`src/common/las_pkg.sv`:
```
// shared constants, register map and types for the laser start-up sequencer
package las_pkg;
   localparam int DATA_W = 32;
   localparam int ADDR_W = 8;

   // register byte offsets
   localparam logic [7:0] OFF_CMD = 8'h00;
   localparam logic [7:0] OFF_CFG = 8'h04;
   localparam logic [7:0] OFF_MODE = 8'h08;
   localparam logic [7:0] OFF_SETP = 8'h0C;
   localparam logic [7:0] OFF_WU_CUR = 8'h10;
   localparam logic [7:0] OFF_WU_TIME = 8'h14;
   localparam logic [7:0] OFF_STATUS = 8'h18;
   localparam logic [7:0] OFF_ANA = 8'h1C;

   // command codes written to the command register
   localparam logic [2:0] CMD_ABORT = 3'h1;
   localparam logic [2:0] CMD_STOP = 3'h2;
   localparam logic [2:0] CMD_BEGIN = 3'h3;
   localparam logic [2:0] CMD_RELAUNCH = 3'h4;
   localparam logic [2:0] CMD_FAULT_CLR = 3'h5;

   // configuration bit positions and reset values
   localparam int CFG_AUTO_BIT = 0;
   localparam int CFG_REMOTE_BIT = 1;
   localparam logic [1:0] CFG_RESET = 2'h1;

   // status field positions
   localparam int ST_STATE_LSB = 0;
   localparam int ST_MODE_LSB = 4;
   localparam int ST_EMIT_BIT = 8;
   localparam int ST_THERMO_BIT = 9;
   localparam int ST_DRIVE_BIT = 10;
   localparam int ST_CLAMP_BIT = 11;

   // warm-up defaults: no warm-up
   localparam logic [15:0] WU_CUR_RESET = 16'h0000;
   localparam logic [15:0] WU_TIME_RESET = 16'h0000;

   // one second of pclk at 50 MHz
   localparam longint CLK_HZ = 50_000_000;
   localparam longint SECOND_S = 1;
   localparam int SEC_CYCLES = int'(CLK_HZ * SECOND_S);

   typedef enum logic [3:0] {
      LAS_STANDBY,
      LAS_WAIT_KEY,
      LAS_WAIT_REMOTE,
      LAS_WAIT_TEMP,
      LAS_WARMUP,
      LAS_ON,
      LAS_FAULT,
      LAS_ABORTED
   } las_state_e;

   typedef enum logic [1:0] {
      MODE_CONST_POWER,
      MODE_CONST_CURRENT,
      MODE_POWER_MOD,
      MODE_CURRENT_MOD
   } las_mode_e;

   localparam logic [1:0] MODE_RESET = 2'h0;

   // apb slave side group
   typedef struct packed {
      logic psel;
      logic penable;
      logic pwrite;
      logic [ADDR_W-1:0] paddr;
      logic [DATA_W-1:0] pwdata;
   } las_apb_req_s;

   typedef struct packed {
      logic pready;
      logic pslverr;
      logic [DATA_W-1:0] prdata;
   } las_apb_rsp_s;

   // drive outputs toward the diode and regulators
   typedef struct packed {
      logic emission_allowed;
      logic thermo_regulator_en;
      logic drive_en;
      logic [15:0] drive_current;
   } las_drive_s;

   // analog input selection
   typedef struct packed {
      logic impedance_high;
      logic range_5v;
   } las_ana_s;
endpackage : las_pkg

```
`src/logic/las_sequencer.sv`:
```
// start-up and run-state sequencer for a laser module, apb register access
// What this block does
// RULE_01 - abort command or aborted start-up after a fault leads to Aborted
// RULE_02 - in Aborted emission is forbidden and thermo regulators are off
// RULE_03 - a fault enters Fault; Aborted follows only once it is cleared
// RULE_04 - Aborted is left only by restart command or power cycle
// RULE_05 - after power-up the first state is Standby
// RULE_06 - stop command returns to Standby
// RULE_07 - Standby holds emission off, enabled thermo regulators keep running
// RULE_08 - Standby resumes on begin or relaunch command or power cycle
// RULE_09 - key wait advances only on a key OFF to ON transition
// RULE_10 - with remote gating, wait for remote ON after the key turns ON
// RULE_11 - temperature wait ends when all regulators settle (at once without autostart), then warm-up
// RULE_12 - with autostart, no drive current before all setpoints reached
// RULE_13 - warm-up applies configured current for configured seconds, zero default
// RULE_14 - emission-on counts as ON and armed even with modulation low; here light_on drops in both modulation modes while modulation_in is low
// RULE_15 - exactly one run mode is active at any time
// RULE_16 - run mode resets to constant power
// RULE_17 - constant-power setpoints above nominal power are clamped
// RULE_18 - autostart enable resets to set
// RULE_19 - analog impedance and range apply in both modulation run modes
// RULE_20 - remote ON falling turns emission off and enters remote wait
// RULE_21 - after interlock opens, stay stopped until key toggle or power cycle
// RULE_22 - each state has a distinct code readable by the host
//
// Design decisions made here: the placing of the registers and the APB register port.
module las_sequencer #(
   parameter int N_THERMO = 2,
   parameter logic [15:0] NOMINAL_POWER = 16'h0190,
   parameter int SEC_COUNT = las_pkg::SEC_CYCLES
) (
   input wire logic pclk,
   input wire logic presetn,
   input wire las_pkg::las_apb_req_s apb_req,
   output las_pkg::las_apb_rsp_s apb_rsp,
   input wire logic key_on,
   input wire logic remote_on,
   input wire logic interlock_closed,
   input wire logic fault_event,
   input wire logic [N_THERMO-1:0] thermo_settled,
   input wire logic modulation_in,
   output las_pkg::las_drive_s drive,
   output las_pkg::las_ana_s ana_sel,
   output logic [3:0] seq_state,
   output logic armed,
   output logic light_on
);
   import las_pkg::*;

   if (N_THERMO < 1 || SEC_COUNT < 1) begin : g_bad_param
      $error("las_sequencer: bad parameter");
   end

   las_state_e state;
   las_state_e next_state;
   las_mode_e mode;
   logic [1:0] cfg;
   logic [15:0] setpoint;
   logic [15:0] wu_cur;
   logic [15:0] wu_time;
   logic [1:0] ana;
   logic clamped;
   logic key_prev;
   logic remote_prev;
   logic fault_pend;
   logic [31:0] sec_cnt;
   logic [15:0] wu_secs;
   logic [DATA_W-1:0] rdata;

   logic wr_en;
   logic rd_en;
   logic cmd_wr;
   logic [2:0] cmd;
   logic key_rise;
   logic remote_fall;
   logic all_settled;
   logic wu_done;
   logic addr_ok;

   // single-cycle access phase: pready is always high
   assign wr_en = apb_req.psel & apb_req.penable & apb_req.pwrite;
   assign rd_en = apb_req.psel & apb_req.penable & ~apb_req.pwrite;
   assign cmd_wr = wr_en & (apb_req.paddr == OFF_CMD);
   assign cmd = cmd_wr ? apb_req.pwdata[2:0] : 3'h0;
   assign key_rise = key_on & ~key_prev;
   assign remote_fall = ~remote_on & remote_prev;
   assign all_settled = &thermo_settled;
   assign wu_done = (wu_secs >= wu_time);

   always_comb begin
      case (apb_req.paddr)
         OFF_CMD, OFF_CFG, OFF_MODE, OFF_SETP,
         OFF_WU_CUR, OFF_WU_TIME, OFF_STATUS, OFF_ANA: addr_ok = 1'b1;
         default: addr_ok = 1'b0;
      endcase
   end

   // a fault that arrives with the clear command stays pending
   always_ff @(posedge pclk or negedge presetn) begin
      if (!presetn) begin
         fault_pend <= 1'b0;
      end else if (fault_event) begin
         fault_pend <= 1'b1;
      end else if (cmd == CMD_FAULT_CLR) begin
         fault_pend <= 1'b0;
      end
   end

   always_ff @(posedge pclk or negedge presetn) begin
      if (!presetn) begin
         key_prev <= 1'b1;
         remote_prev <= 1'b0;
      end else begin
         key_prev <= key_on;
         remote_prev <= remote_on;
      end
   end

   always_comb begin
      next_state = state;
      case (state)
         LAS_STANDBY: begin
            if (cmd == CMD_BEGIN || cmd == CMD_RELAUNCH) begin // see RULE_08
               next_state = LAS_WAIT_KEY;
            end
         end
         LAS_WAIT_KEY: begin
            if (key_rise && interlock_closed) begin // see RULE_09
               next_state = cfg[CFG_REMOTE_BIT] ? LAS_WAIT_REMOTE
                                                : LAS_WAIT_TEMP; // see RULE_10
            end
         end
         LAS_WAIT_REMOTE: begin
            if (remote_on) begin // see RULE_10
               next_state = LAS_WAIT_TEMP;
            end
         end
         LAS_WAIT_TEMP: begin
            // without autostart the temperature wait is bypassed
            if (all_settled || !cfg[CFG_AUTO_BIT]) begin // see RULE_11
               next_state = LAS_WARMUP;
            end
         end
         LAS_WARMUP: begin
            if (wu_done) begin // see RULE_13
               next_state = LAS_ON;
            end
         end
         LAS_ON: next_state = LAS_ON;
         LAS_FAULT: begin
            if (!fault_event &&
                (!fault_pend || cmd == CMD_FAULT_CLR)) begin // see RULE_03
               next_state = LAS_ABORTED;
            end
         end
         LAS_ABORTED: begin
            if (cmd == CMD_RELAUNCH) begin // see RULE_04
               next_state = LAS_STANDBY;
            end
         end
         default: next_state = LAS_STANDBY;
      endcase
      // common exits, faults first
      if (state != LAS_FAULT && state != LAS_ABORTED) begin
         if (fault_pend || fault_event) begin
            next_state = LAS_FAULT; // see RULE_03
         end else if (cmd == CMD_ABORT) begin
            next_state = LAS_ABORTED; // see RULE_01
         end else if (cmd == CMD_STOP) begin
            next_state = LAS_STANDBY; // see RULE_06
         end else if (!interlock_closed && state != LAS_STANDBY) begin
            // an opened loop forces a fresh key toggle
            next_state = LAS_WAIT_KEY; // see RULE_21
         end else if (cfg[CFG_REMOTE_BIT] && remote_fall &&
                      (state == LAS_WAIT_TEMP || state == LAS_WARMUP ||
                       state == LAS_ON)) begin
            next_state = LAS_WAIT_REMOTE; // see RULE_20
         end
      end
   end

   always_ff @(posedge pclk or negedge presetn) begin
      if (!presetn) begin
         state <= LAS_STANDBY; // see RULE_05
      end else begin
         state <= next_state;
      end
   end

   // warm-up seconds timer, restarted on every entry
   always_ff @(posedge pclk or negedge presetn) begin
      if (!presetn) begin
         sec_cnt <= 32'h00000000;
         wu_secs <= 16'h0000;
      end else if (state != LAS_WARMUP) begin
         sec_cnt <= 32'h00000000;
         wu_secs <= 16'h0000;
      end else if (sec_cnt == 32'(SEC_COUNT - 1)) begin
         sec_cnt <= 32'h00000000;
         wu_secs <= wu_secs + 16'h0001; // see RULE_13
      end else begin
         sec_cnt <= sec_cnt + 32'h00000001;
      end
   end

   // configuration registers
   always_ff @(posedge pclk or negedge presetn) begin
      if (!presetn) begin
         cfg <= CFG_RESET; // see RULE_18
         mode <= las_mode_e'(MODE_RESET); // see RULE_16
         setpoint <= 16'h0000;
         clamped <= 1'b0;
         wu_cur <= WU_CUR_RESET; // see RULE_13
         wu_time <= WU_TIME_RESET;
         ana <= 2'h0;
      end else if (wr_en) begin
         case (apb_req.paddr)
            OFF_CFG: cfg <= apb_req.pwdata[1:0];
            // a single enum field, so only one mode can ever be held
            OFF_MODE: mode <= las_mode_e'(apb_req.pwdata[1:0]); // see RULE_15
            OFF_SETP: begin
               if (apb_req.pwdata[15:0] > NOMINAL_POWER) begin
                  setpoint <= NOMINAL_POWER; // see RULE_17
                  clamped <= 1'b1;
               end else begin
                  setpoint <= apb_req.pwdata[15:0];
                  clamped <= 1'b0;
               end
            end
            OFF_WU_CUR: wu_cur <= apb_req.pwdata[15:0];
            OFF_WU_TIME: wu_time <= apb_req.pwdata[15:0];
            OFF_ANA: ana <= apb_req.pwdata[1:0];
            default: cfg <= cfg;
         endcase
      end
   end

   // drive outputs from flip-flops
   always_ff @(posedge pclk or negedge presetn) begin
      if (!presetn) begin
         drive <= '0;
         armed <= 1'b0;
         light_on <= 1'b0;
      end else begin
         // regulators run everywhere except Aborted and Fault
         drive.thermo_regulator_en <= (state != LAS_ABORTED) &&
                                      (state != LAS_FAULT); // see RULE_02
         drive.emission_allowed <= (state == LAS_ON); // see RULE_07
         // no current before warm-up, which follows settled temperatures when autostart is set
         drive.drive_en <= (state == LAS_ON) ||
                           (state == LAS_WARMUP &&
                            wu_cur != 16'h0000); // see RULE_12
         drive.drive_current <= (state == LAS_WARMUP) ? wu_cur :
                                (state == LAS_ON) ? setpoint : 16'h0000;
         armed <= (state == LAS_ON); // see RULE_14
         light_on <= (state == LAS_ON) &&
                     ((mode == MODE_CONST_POWER) ||
                      (mode == MODE_CONST_CURRENT) || modulation_in);
      end
   end

   // analog selection applies only in the two modulation modes
   always_ff @(posedge pclk or negedge presetn) begin
      if (!presetn) begin
         ana_sel <= '0;
      end else if (mode == MODE_POWER_MOD || mode == MODE_CURRENT_MOD) begin
         ana_sel <= ana; // see RULE_19
      end else begin
         ana_sel <= '0;
      end
   end

   always_ff @(posedge pclk or negedge presetn) begin
      if (!presetn) begin
         seq_state <= LAS_STANDBY;
      end else begin
         seq_state <= next_state; // see RULE_22
      end
   end

   // read data registered during setup, valid in the access phase
   always_ff @(posedge pclk or negedge presetn) begin
      if (!presetn) begin
         rdata <= 32'h00000000;
      end else if (apb_req.psel && !apb_req.penable) begin
         case (apb_req.paddr)
            OFF_CFG: rdata <= {30'h0, cfg};
            OFF_MODE: rdata <= {30'h0, mode};
            OFF_SETP: rdata <= {16'h0, setpoint};
            OFF_WU_CUR: rdata <= {16'h0, wu_cur};
            OFF_WU_TIME: rdata <= {16'h0, wu_time};
            OFF_ANA: rdata <= {30'h0, ana};
            OFF_STATUS: begin
               rdata <= {20'h0, clamped, drive.drive_en,
                         drive.thermo_regulator_en,
                         drive.emission_allowed,
                         2'h0, mode, state}; // see RULE_22
            end
            default: rdata <= 32'h00000000;
         endcase
      end
   end

   assign apb_rsp = '{pready: 1'b1,
                      pslverr: apb_req.psel & apb_req.penable & ~addr_ok,
                      prdata: rdata};
endmodule // las_sequencer

```
`config.mk`:
```
export PLATFORM = sky130hd
export DESIGN_NAME = las_sequencer
export DESIGN_NICKNAME = d
export VERILOG_FILES = /design/src/common/las_pkg.sv /design/src/logic/las_sequencer.sv
export SDC_FILE = /design/constraint.sdc
export NUM_CORES = 1
export LEC_CHECK = 0
export BUFFER_PORTS_ARGS = -buffer_cell sky130_fd_sc_hd__buf_2
export CAP_MARGIN = 25
export CORE_MARGIN = 5
export CORE_UTILIZATION = 50
export DETAILED_ROUTE_END_ITERATION = 10
export PLACE_DENSITY = 0.7
export SYNTH_ARGS = -nofsm -noshare
export SYNTH_HDL_FRONTEND = slang
export SYNTH_SLANG_ARGS = --single-unit
```
`constraint.sdc`:
```
create_clock -name pclk -period 3.81 [get_ports pclk]
set_clock_uncertainty 0.05 [all_clocks]
set_input_delay 0.5715 -clock pclk [delete_from_list [all_inputs] [get_ports pclk]]
set_output_delay 0.5715 -clock pclk [all_outputs]
set_load 0.005 [all_outputs]
```
==> impl_results.rst, run 1 <==
.. list-table::
   :header-rows: 1

   * - Metric
     - Value
   * - Quantity of hold-fixing buffers added after cts
     - 0
   * - Crit Path Category
     - register to register
   * - Primary flip-flop cell chosen by synthesis mapping
     - sky130_fd_sc_hd__dfrtp_1
   * - HPWL Detailed
     - 11.9 mm
   * - Reg power frac
     - 0.464
   * - Setup Viol. Count Final
     - 0
   * - Max stage delay on crit path
     - 0.57 ns
   * - Number of nets in the finished design
     - 851
   * - Clock root buffer
     - sky130_fd_sc_hd__clkbuf_16
   * - Wire length per cell after detailed routing
     - around 17 um
   * - Count of inserted antenna diode cells
     - 0
   * - Most used routing layer
     - met2
   * - Critical path arrival
     - 3.02 ns
   * - Max Cap Viol
     - 0
   * - Detailed-routing iteration count for the pre-antenna-repair pass
     - 5
   * - Remaining antenna violation count after routing
     - 0
   * - Initial cell density of the core
     - 0.507
   * - DIE AREA
     - 0.0171 mm^2
   * - Pwr/cell area
     - approximately 410 mW/mm^2
   * - Number of global-route vias before repair
     - 5587
   * - CP max stage cell
     - sky130_fd_sc_hd__nand2_1
   * - Clock tree from TritonCTS
     - yes
   * - Vias per cell
     - 5.58
   * - Synth Instances
     - 705
   * - Worst setup slack after placement
     - about 1.1 ns
   * - Largest fanout on the critical path
     - 30
   * - Worst Path Required
     - about 4.1 ns
   * - Leakage dissipation
     - between 3 and 4 nW
   * - Remaining Overflow, GRT
     - 0
   * - Net Sw Frac
     - 0.233
   * - X dimension of the die
     - between 100 and 150 um
   * - Global-route wire length before repair
     - roughly 28 mm
   * - Max-slew violations
     - 0
   * - NetSw
     - 0.813 mW
   * - Mapped cell area
     - 0.00731 mm^2
   * - Placer Congestion
     - 0.887
   * - EDFF count, synth
     - 0
   * - R2R Path End
     - sec_cnt[12]
   * - Post-synth ARST share
     - 1.00
   * - Number of buffers inserted during clock tree synthesis
     - 17
   * - Most area-consuming cells after synthesis
     - sky130_fd_sc_hd__dfrtp_1, sky130_fd_sc_hd__mux2_2, sky130_fd_sc_hd__nor2_1
   * - Number of levels the H-tree was split into
     - 4
   * - Slew at the pin closest to its max-slew limit
     - 1.00 ns
   * - IR drop worst, VDD
     - 0.000297 V
   * - Crit. End Element
     - register
   * - Routed Wire Length
     - 16.5 mm
   * - Final number of hold-violating endpoints
     - 0
   * - Ys Warns
     - 0
   * - Crit-path cells
     - nor2_1 -> nand2_1 -> nor2_1 -> buf_4 -> nand2_1 -> nor2_1
   * - Logic depth of the worst register-to-register path
     - 6
   * - Clock Path Buffers
     - 2
   * - Clock period minus final worst setup slack
     - 2.73 ns
   * - Comb power frac
     - 0.056
   * - Insertion delay to the later sink of the worst-skew pair
     - 0.43 ns
   * - Total negative setup slack
     - 0 ns
   * - Share of synthesized area occupied by flip-flops and latches
     - 0.507
   * - GRT Total Usage
     - 0.206
   * - Met3 capacity usage during global routing
     - 0.0512
   * - Avg Cell Area, Syn
     - slightly above 10 um^2
   * - Final critical-path share of the clock period
     - 0.718
   * - Clock power share
     - 0.481
   * - PortBufs
     - 79
   * - Timing-limited maximum frequency
     - roughly 370 MHz
   * - Initial DRC count
     - 605
   * - GR Util met2
     - 0.352
   * - Run status
     - finished clean
   * - # resized after CTS
     - 0
   * - Internal portion of total power
     - 2.67 mW
   * - Number of clock sinks
     - 148
   * - Worst hold path type
     - input port to asynchronous set/reset pin
   * - Met1 usage in global routing
     - 0.261
   * - Pin count of the biggest net entering global routing
     - 83
   * - Post-CTS setup buffer count
     - 0
   * - CP Launch Type
     - register
   * - Layout cell share with drive strength beyond 1
     - 0.213
   * - Total number of vias
     - around 5500
   * - Cell type with the largest total area after synthesis
     - sky130_fd_sc_hd__dfrtp_1
   * - Initial antenna violation count
     - 0
   * - Final routed DRC violation total
     - 0
   * - I/O pin count
     - 113
   * - Portion of synthesized cell area occupied by the leading cell type
     - 0.500
   * - Final WS setup
     - 1.08 ns
   * - Die extent in y
     - 131 um
   * - Launch point of the worst reg-to-reg path
     - seq_state[1]
   * - Setup slack on the worst flop-to-flop path
     - around 1.1 ns
   * - Number of different library cells in the post-synthesis netlist
     - 56
   * - Number of rows in the core area
     - 44
   * - Worst slew margin relative to its limit
     - 0.331
   * - Clock slew seen by the registers of the worst setup and hold paths
     - 0.06 ns
   * - Layout area overhead
     - 15.2%
   * - RSZ-0062 raised after global routing
     - false
   * - #FFs+latches synth
     - 148
   * - Placeable Area
     - 0.0144 mm^2
   * - Cell mode on critical path
     - sky130_fd_sc_hd__nor2_1
## power groups by stage
stage / Sequential, mW / Combinational, mW / Clock (mW)
2_1_floorplan: 1.63 / 0.118 / 0
3_3_place_gp: 1.64 / 0.189 / 0
3_5_place_dp: 1.64 / 0.196 / 0
4_1_cts: 1.61 / 0.197 / 1.71
5_1_grt: 1.62 / 0.219 / 1.77
6_report: 1.61 / 0.194 / 1.67
## worst max-delay path: cells and delay by family (launching register included)
family | cells | cell delay (ns)
buffers and inverters | 1 | 0.17
DFF | 1 | 0.50
and+or+nand+nor | 5 | 1.92
## placed cells by master (no fill, tap or decap), types with 11 or more instances in the layout
cell	netlist	final
sky130_fd_sc_hd__a21oi_1	26	26
sky130_fd_sc_hd__a22o_1	20	20
sky130_fd_sc_hd__and3_1	12	12
sky130_fd_sc_hd__buf_2	2	78
sky130_fd_sc_hd__clkbuf_16	0	17
sky130_fd_sc_hd__conb_1	2	18
sky130_fd_sc_hd__dfrtp_1	146	146
sky130_fd_sc_hd__ha_1	18	18
sky130_fd_sc_hd__inv_1	23	23
sky130_fd_sc_hd__mux2_2	36	36
sky130_fd_sc_hd__mux2i_1	20	20
sky130_fd_sc_hd__nand2_1	59	59
sky130_fd_sc_hd__nand3_1	24	24
sky130_fd_sc_hd__nand4_1	11	11
sky130_fd_sc_hd__nor2_1	82	82
sky130_fd_sc_hd__nor3_1	12	12
sky130_fd_sc_hd__o21ai_0	29	29
sky130_fd_sc_hd__xnor2_1	14	14
sky130_fd_sc_hd__xor2_1	24	24
## synthesized netlist by cell type (5+ instances only)
cell type,count
sky130_fd_sc_hd__dfrtp_1,146
sky130_fd_sc_hd__nor2_1,82
sky130_fd_sc_hd__nand2_1,59
sky130_fd_sc_hd__mux2_2,36
sky130_fd_sc_hd__o21ai_0,29
sky130_fd_sc_hd__a21oi_1,26
sky130_fd_sc_hd__nand3_1,24
sky130_fd_sc_hd__xor2_1,24
sky130_fd_sc_hd__inv_1,23
sky130_fd_sc_hd__clkbuf_1,21
sky130_fd_sc_hd__a22o_1,20
sky130_fd_sc_hd__mux2i_1,20
sky130_fd_sc_hd__buf_4,19
sky130_fd_sc_hd__ha_1,18
sky130_fd_sc_hd__xnor2_1,14
sky130_fd_sc_hd__and3_1,12
sky130_fd_sc_hd__nor3_1,12
sky130_fd_sc_hd__nand4_1,11
sky130_fd_sc_hd__and2_1,10
sky130_fd_sc_hd__nor4_1,10
sky130_fd_sc_hd__a221oi_1,9
sky130_fd_sc_hd__or3_1,8
sky130_fd_sc_hd__a22oi_1,5
sky130_fd_sc_hd__a31oi_1,5
sky130_fd_sc_hd__and4_1,5
## flip-flops by register name, indices dropped and copies added (netlist names)
register and cells:
seq_state 4, clamped 1, rdata 16, mode 2
setpoint 16, ana 2, cfg 2, remote_prev 1
key_prev 1, sec_cnt 32, fault_pend 1, wu_time 16
ana_sel 2, drive 18, wu_secs 16, armed 1
wu_cur 16, light_on 1
## how the worst max path moves through the flow
stage | start | end | slack (ns)
6_report | seq_state[1] | sec_cnt[12] | 1.08
5_1_grt | seq_state[1] | sec_cnt[3] | 0.75
4_1_cts | seq_state[1] | sec_cnt[12] | 1.06
3_5_place_dp | apb_req[37] | wu_time[13] | 1.09
3_3_place_gp | apb_req[36] | setpoint[4] | 1.11
2_1_floorplan | apb_req[35] | seq_state[0] | 1.42
## layer usage
layer | wire length (um) | vias up
li1 | - | 2610
met2 | 8200 | 125
met1 | 7260 | 2709
met4 | 202 | 0
met5 | 0 | -
met3 | 837 | 16
## kinds of logic after synthesis
group | count (synthesis) | share of synthesized area
buffers and inverters | 68 | 0.0450
AOI/OAI and AO/OA | 110 | 0.103
xor gates and xnor gates | 38 | 0.0455
and+or+nand+nor | 265 | 0.185
muxes | 56 | 0.0828
other | 2 | 0.00103
DFF | 148 | 0.507
adders and majority gates | 18 | 0.0308
## layout make-up
class | count | area [um^2]
Clock inverter | 11 | 125
Inverter | 23 | 86.3
Clock buffer | 21 | 470
Fill cell | 1184 | 6000
Sequential cell | 148 | 3710
Multi-Input combinational cell | 505 | 3330
Timing Repair Buffer | 86 | 467
Tap cell | 184 | 230
## through the flow
step                hold WS, ns  cell area (um^2)   util  instances  total power, mW
finish                    0.144              8420  0.584        978             3.48
global route              0.186              8420  0.584        978             3.60
CTS                       0.168              8420  0.584        978             3.52
detailed placement        0.415              7820  0.542        946             1.84
global placement          0.408              7820  0.542        946             1.83
floorplan                 0.226              7370      -        721             1.75
(Power assumes the default switching activity.)
==> run 2: changes to the inputs <==
- clock period: 3.81 -> 2.78 ns (I/O delays scaled with it)
==> impl_results.rst, run 2 (synthesized netlist as in run 1, its figures left out) <==
.. list-table::
   :header-rows: 1

   * - Metric
     - Value
   * - Die extent in y
     - 131 um (unchanged)
   * - Placeable Area
     - 0.0144 mm^2 (unchanged)
   * - DIE AREA
     - 0.0171 mm^2 (unchanged)
   * - Routed Wire Length
     - 16.7 mm (was 16.5 mm)
   * - Number of levels the H-tree was split into
     - 4 (unchanged)
   * - Placer Congestion
     - 0.893 (was 0.887)
   * - Clock tree from TritonCTS
     - yes (unchanged)
   * - Largest register by flop count
     - sec_cnt (unchanged)
   * - Layout area overhead
     - 17.7% (was 15.2%)
   * - Worst hold path type
     - input port to register (was input port to asynchronous set/reset pin)
   * - Run status
     - finished clean (unchanged)
   * - Setup Viol. Count Final
     - 0 (unchanged)
   * - Post-CTS setup buffer count
     - 0 (unchanged)
   * - Internal portion of total power
     - 4.12 mW (was 2.67 mW)
   * - Remaining Overflow, GRT
     - 0 (unchanged)
   * - Number of clock sinks
     - 148 (unchanged)
   * - Remaining antenna violation count after routing
     - 0 (unchanged)
   * - Registers with the most flip-flops
     - sec_cnt (32), drive (18) (unchanged)
   * - NetSw
     - 1.11 mW (was 0.813 mW)
   * - Max reg flops
     - 32 (unchanged)
   * - Critical path arrival
     - 2.73 ns (was 3.02 ns)
   * - Wire length per cell after detailed routing
     - 16.9 um (about the same)
   * - End-of-flow core utilization
     - 0.596 (was 0.584)
   * - Worst Path Required
     - 3.04 ns (was 4.10 ns)
   * - Max stage delay on crit path
     - 0.55 ns (was 0.57 ns)
   * - Global-route wire length before repair
     - 27.8 mm (was 27.6 mm)
   * - Detailed-routing iteration count for the pre-antenna-repair pass
     - 4 (was 5)
   * - Max-slew violations
     - 0 (unchanged)
   * - I/O pin count
     - 113 (unchanged)
   * - Number of nets in the finished design
     - 861 (was 851)
   * - Number of rows in the core area
     - 44 (unchanged)
   * - Pwr/cell area
     - 608 mW/mm^2 (was 414 mW/mm^2)
   * - Final number of hold-violating endpoints
     - 0 (unchanged)
   * - Crit-path cells
     - or4_4 -> nor4_4 -> nand4_1 -> nor4_4 -> a21oi_1 -> a31o_2 (was nor2_1 -> nand2_1 -> nor2_1 -> buf_4 -> nand2_1 -> nor2_1)
   * - Buffers plus inverters on the worst setup path
     - 0 (was 1)
   * - RSZ-0062 raised after global routing
     - false (unchanged)
   * - Clock period minus final worst setup slack
     - 2.47 ns (was 2.73 ns)
   * - Total number of vias
     - 5501 (was 5460)
   * - Highest-count cells in the layout ignoring fill and taps
     - sky130_fd_sc_hd__dfrtp_1, sky130_fd_sc_hd__nor2_1, sky130_fd_sc_hd__buf_2, sky130_fd_sc_hd__nand2_1, sky130_fd_sc_hd__mux2_2 (unchanged)
   * - Number of global-route vias before repair
     - 5567 (was 5587)
   * - Total negative setup slack
     - 0 ns (unchanged)
   * - Crit. End Element
     - register (unchanged)
   * - # resized after CTS
     - 0 (unchanged)
   * - Commonest non-fill, non-tap cell in the layout
     - sky130_fd_sc_hd__dfrtp_1 (unchanged)
   * - GRT Total Usage
     - 0.207 (was 0.206)
   * - Pin count of the biggest net entering global routing
     - 67 (was 83)
   * - Insertion delay to the later sink of the worst-skew pair
     - 0.42 ns (was 0.43 ns)
   * - Critical path's top delay family
     - simple AND/OR/NAND/NOR gates (unchanged)
   * - CP max stage cell
     - sky130_fd_sc_hd__or4_4 (was sky130_fd_sc_hd__nand2_1)
   * - Initial cell density of the core
     - 0.507 (unchanged)
   * - Max Cap Viol
     - 0 (unchanged)
   * - Clock Path Buffers
     - 2 (unchanged)
   * - Layout cell share with drive strength beyond 1
     - 0.223 (was 0.213)
   * - Number of buffers inserted during clock tree synthesis
     - 17 (unchanged)
   * - Reg power frac
     - 0.424 (was 0.464)
   * - Number of logic stages on the critical path including buffering
     - 6 (unchanged)
   * - Comb power frac
     - 0.051 (was 0.056)
   * - Largest fanout on the critical path
     - 5 (was 30)
   * - HPWL Detailed
     - 12.1 mm (was 11.9 mm)
   * - PortBufs
     - 79 (unchanged)
   * - Cells on Worst Hold Path
     - 1
   * - CP Launch Type
     - register (unchanged)
   * - Crit Path Category
     - register to register (unchanged)
   * - Final routed DRC violation total
     - 0 (unchanged)
   * - Count of inserted antenna diode cells
     - 0 (unchanged)
   * - Initial antenna violation count
     - 0 (unchanged)
   * - Final critical-path share of the clock period
     - 0.889 (was 0.718)
   * - Logic depth of the worst register-to-register path
     - 6 (unchanged)
   * - Clock slew seen by the registers of the worst setup and hold paths
     - 0.06 ns (about the same)
   * - Leakage dissipation
     - 4.00 nW (was 3.90 nW)
   * - Final worst hold slack
     - 0.0528 ns (was 0.144 ns)
   * - Clock root buffer
     - sky130_fd_sc_hd__clkbuf_16 (unchanged)
   * - Timing-limited maximum frequency
     - 404 MHz (was 366 MHz)
   * - Net Sw Frac
     - 0.212 (was 0.233)
   * - Vias per cell
     - 5.57 (was 5.58)
   * - IR drop worst, VDD
     - 0.000410 V (was 0.000297 V)
   * - Worst slew margin relative to its limit
     - 0.515 (was 0.331)
   * - Slew at the pin closest to its max-slew limit
     - 0.725 ns (was 1.00 ns)
   * - Cell mode on critical path
     - sky130_fd_sc_hd__nor4_4 (was sky130_fd_sc_hd__nor2_1)
   * - Clock power share
     - 0.525 (was 0.481)
   * - X dimension of the die
     - 131 um (unchanged)
   * - Initial DRC count
     - 539 (was 605)
## run 2: cell types whose count changed in the layout (fill, tap and decap cells not counted)
cell	delta
sky130_fd_sc_hd__clkinv_4	-2
sky130_fd_sc_hd__bufinv_16	+5
sky130_fd_sc_hd__buf_12	-1
sky130_fd_sc_hd__dlygate4sd3_1	+1
sky130_fd_sc_hd__buf_4	+10
sky130_fd_sc_hd__clkbuf_1	-1
sky130_fd_sc_hd__clkinvlp_4	-1
sky130_fd_sc_hd__clkinv_2	-1
## run 2: layout make-up
cell class | count | area, um^2
Sequential cell | 148 | 3710
Timing Repair Buffer | 96 | 532
Inverter | 23 | 86.3
Tap cell | 184 | 230
Fill cell | 1165 | 5820
Multi-Input combinational cell | 505 | 3330
Clock buffer | 20 | 467
Clock inverter | 12 | 245
## run 2: routing by layer
layer | part of all wire | global-route usage | wire length [um] | up-vias
li1 | - | - | - | 2637
met1 | 0.42 | 0.264 | 7070 | 2689
met2 | 0.50 | 0.352 | 8420 | 147
met3 | 0.054 | 0.0407 | 902 | 28
met4 | 0.018 | 0.0720 | 299 | 0
met5 | 0 | 0 | 0 | -
## run 2: timing repair
item | 4_1_cts | 5_1_grt
hold buffers | 1 | 0
endpoints found under the setup margin | 0 | 0
hold endpoints to repair | 60 | 0
## run 2: worst register-to-register path: cells and delay by family (launching register included)
kind / cells / cell delay (ns)
DFF: 1 / 0.42
AOI/OAI and AO/OA: 2 / 0.34
and+or+nand+nor: 4 / 1.54
## run 2: final timing paths
path	from	endpoint	slack, ns
min in group asynchronous	presetn	drive[0]	0.52
worst max-delay path	sec_cnt[29]	wu_secs[12]	0.31
worst max register to register	sec_cnt[29]	wu_secs[12]	0.31
worst min-delay path	key_on	key_prev	0.05
worst min register to register	rdata[7]	rdata[7]	0.42
max in group asynchronous	presetn	setpoint[12]	1.33
## run 2: through the flow
stage	std cells	area (um^2)	power [mW]	setup slack, ns
after detailed placement	955	7880	2.52	0.337
final	988	8600	5.23	0.307
after global placement	955	7880	2.52	0.400
after CTS	988	8600	5.26	0.320
after floorplan	721	7370	2.40	0.547
after global routing	988	8600	5.38	0.120
## run 2: power groups by stage
stage | Sequential [mW] | Clock [mW] | Combinational [mW]
after floorplan | 2.23 | 0 | 0.161
after global placement | 2.25 | 0 | 0.263
after detailed placement | 2.25 | 0 | 0.270
after CTS | 2.21 | 2.78 | 0.273
after global routing | 2.22 | 2.85 | 0.305
final | 2.22 | 2.74 | 0.269
==> run 3: changes to the inputs <==
- CORE_UTILIZATION: 50 -> 55
- PLACE_DENSITY: 0.7 -> 0.76
==> impl_results.rst, run 3 (synthesized netlist as in run 1, its figures left out) <==
.. list-table::
   :header-rows: 1

   * - Metric
     - Value
   * - HPWL Detailed
     - 12.1 mm (about the same)
   * - Combined flip-flop and latch cell area
     - 0.00371 mm^2 (unchanged)
   * - NetSw
     - 1.13 mW (was 1.11 mW)
   * - Initial antenna violation count
     - 0 (unchanged)
   * - Clock slew seen by the registers of the worst setup and hold paths
     - 0.06 ns (about the same)
   * - Clock tree from TritonCTS
     - yes (unchanged)
   * - Number of buffers inserted during clock tree synthesis
     - 17 (unchanged)
   * - Worst hold path type
     - input port to register (unchanged)
   * - Wire length per cell after detailed routing
     - 17.0 um (was 16.9 um)
   * - Number of clock sinks
     - 148 (unchanged)
   * - Max-slew violations
     - 0 (unchanged)
   * - Max Cap Viol
     - 0 (unchanged)
   * - Pin count of the biggest net entering global routing
     - 69 (was 67)
   * - Logic depth of the worst register-to-register path
     - 6 (unchanged)
   * - I/O pin count
     - 113 (unchanged)
   * - DIE AREA
     - 0.0157 mm^2 (was 0.0171 mm^2)
   * - RSZ-0062 raised after global routing
     - false (unchanged)
   * - Number of nets in the finished design
     - 864 (was 861)
   * - Die extent in y
     - 125 um (was 131 um)
   * - Non-filler instance count after layout
     - 983 (was 988)
   * - CP Launch Type
     - register (unchanged)
   * - Largest register by flop count
     - sec_cnt (unchanged)
   * - Net Sw Frac
     - 0.237 (was 0.212)
   * - Layout area overhead
     - 16.3% (was 17.7%)
   * - Run status
     - finished clean (unchanged)
   * - Total number of vias
     - 5572 (was 5501)
   * - Post-CTS setup buffer count
     - 0 (unchanged)
   * - Number of levels the H-tree was split into
     - 4 (unchanged)
   * - Crit Path Category
     - register to register (unchanged)
   * - Clock power share
     - 0.480 (was 0.525)
   * - Initial cell density of the core
     - 0.556 (was 0.507)
   * - Clock root buffer
     - sky130_fd_sc_hd__clkbuf_16 (unchanged)
   * - Crit. End Element
     - register (unchanged)
   * - Highest-count cells in the layout ignoring fill and taps
     - sky130_fd_sc_hd__dfrtp_1, sky130_fd_sc_hd__nor2_1, sky130_fd_sc_hd__buf_2, sky130_fd_sc_hd__nand2_1, sky130_fd_sc_hd__mux2_2 (unchanged)
   * - Layout cell share with drive strength beyond 1
     - 0.226 (was 0.223)
   * - Internal portion of total power
     - 3.65 mW (was 4.12 mW)
   * - Remaining Overflow, GRT
     - 0 (unchanged)
   * - Initial DRC count
     - 372 (was 539)
   * - Largest fanout on the critical path
     - 7 (was 5)
   * - Count of inserted antenna diode cells
     - 0 (unchanged)
   * - Remaining antenna violation count after routing
     - 0 (unchanged)
   * - Placeable Area
     - 0.0131 mm^2 (was 0.0144 mm^2)
   * - R2R Path End
     - wu_secs[13] (was wu_secs[12])
   * - Number of global-route vias before repair
     - 5607 (was 5567)
   * - Final routed DRC violation total
     - 0 (unchanged)
   * - Comb power frac
     - 0.059 (was 0.051)
   * - Quantity of hold-fixing buffers added after cts
     - 1 (unchanged)
   * - Placer Congestion
     - 0.879 (was 0.893)
   * - Filler Cell Count
     - 1055 (was 1165)
   * - Number of rows in the core area
     - 42 (was 44)
   * - Global-route wire length before repair
     - 28.1 mm (was 27.8 mm)
   * - Detailed-routing iteration count for the pre-antenna-repair pass
     - 5 (was 4)
   * - Pwr/cell area
     - 563 mW/mm^2 (was 608 mW/mm^2)
   * - X dimension of the die
     - 125 um (was 131 um)
   * - Insertion delay to the later sink of the worst-skew pair
     - 0.42 ns (about the same)
   * - Total negative setup slack
     - 0 ns (unchanged)
   * - Final critical-path share of the clock period
     - 0.890 (was 0.889)
   * - Critical path arrival
     - 2.77 ns (was 2.73 ns)
   * - Final worst hold slack
     - 0.0583 ns (was 0.0528 ns)
   * - Critical hold path startpoint
     - key_on (unchanged)
   * - Worst slew margin relative to its limit
     - 0.528 (was 0.515)
   * - Slew at the pin closest to its max-slew limit
     - 0.707 ns (was 0.725 ns)
   * - GRT Total Usage
     - 0.220 (was 0.207)
   * - Setup Viol. Count Final
     - 0 (unchanged)
   * - # resized after CTS
     - 0 (unchanged)
   * - Cells on Worst Hold Path
     - 1 (unchanged)
   * - Cells after DPL
     - 950 (was 955)
   * - Max reg flops
     - 32 (unchanged)
   * - PortBufs
     - 79 (unchanged)
   * - Clock period minus final worst setup slack
     - 2.48 ns (was 2.47 ns)
   * - Final number of hold-violating endpoints
     - 0 (unchanged)
   * - Leakage dissipation
     - 3.96 nW (was 4.00 nW)
   * - Reg power frac
     - 0.461 (was 0.424)
   * - IR drop worst, VDD
     - 0.000593 V (was 0.000410 V)
   * - End point of the most critical hold path
     - key_prev (unchanged)
   * - Area of the multi-input gates
     - 0.00333 mm^2 (unchanged)
   * - Routed Wire Length
     - 16.7 mm (about the same)
   * - Commonest non-fill, non-tap cell in the layout
     - sky130_fd_sc_hd__dfrtp_1 (unchanged)
   * - Clock Path Buffers
     - 2 (unchanged)
   * - Registers with the most flip-flops
     - sec_cnt (32), drive (18) (unchanged)
   * - Setup slack on the worst flop-to-flop path
     - 0.30 ns (was 0.31 ns)
   * - Launch point of the worst reg-to-reg path
     - sec_cnt[29] (unchanged)
   * - Vias per cell
     - 5.67 (was 5.57)
   * - Timing-limited maximum frequency
     - 404 MHz (about the same)
   * - Worst Path Required
     - 3.07 ns (was 3.04 ns)
run 3: cell count changes in the layout (fill, tap and decap cells not counted), sizes merged:
| cell | change |
|---|---|
| buf | +3 |
| bufinv | -5 |
| clkbuf | -1 |
| clkinv | +3 |
| clkinvlp | +2 |
| inv | +1 |
run 3: area by class of cell:
type                       instances  share of cell area
clock inverter                    13              0.0175
multi-input combinational        505               0.392
timing repair buffer              99              0.0652
sequential                       148               0.436
tap                              176              0.0259
clock buffer                      19              0.0533
inverter                          23              0.0102
run 3: stage by stage:
stage / cell area [um^2] / util / total power, mW / worst slack, ns
3_5_place_dp: 7890 / 0.601 / 2.53 / 0.341
5_1_grt: 8500 / 0.647 / 4.95 / 0.153
4_1_cts: 8500 / 0.647 / 4.81 / 0.319
6_report: 8500 / 0.647 / 4.79 / 0.305
2_1_floorplan: 7370 / - / 2.40 / 0.547
3_3_place_gp: 7890 / 0.601 / 2.52 / 0.381
run 3: worst max path at each step:
stage	start	endpoint	depth (start not counted)
floorplan	apb_req[35]	seq_state[0]	7
global placement	sec_cnt[28]	wu_secs[10]	6
detailed placement	sec_cnt[28]	wu_secs[13]	6
CTS	sec_cnt[29]	wu_secs[13]	6
global route	sec_cnt[29]	wu_secs[12]	6
finish	sec_cnt[29]	wu_secs[13]	6
run 3: routing by layer:
layer,track usage,up-vias,wire (um)
met5,0,-,0
met4,0.0670,0,282
met3,0.0533,21,828
met2,0.378,132,8540
met1,0.276,2781,7020
li1,-,2638,-
run 3: critical path: stages, from the launching register on:
cell and delay (ns):
sky130_fd_sc_hd__dfrtp_1 0.43, sky130_fd_sc_hd__or4_4 0.54, sky130_fd_sc_hd__nor4_4 0.35, sky130_fd_sc_hd__and3_1 0.38, sky130_fd_sc_hd__nand2_4 0.11, sky130_fd_sc_hd__or3_1 0.37
sky130_fd_sc_hd__a21oi_1 0.16
run 3: power by group through the flow:
stage	Sequential (mW)	Clock (mW)	Combinational (mW)
floorplan	2.23	0	0.161
global placement	2.24	0	0.276
detailed placement	2.25	0	0.282
CTS	2.21	2.32	0.287
global route	2.21	2.42	0.318
finish	2.21	2.30	0.284
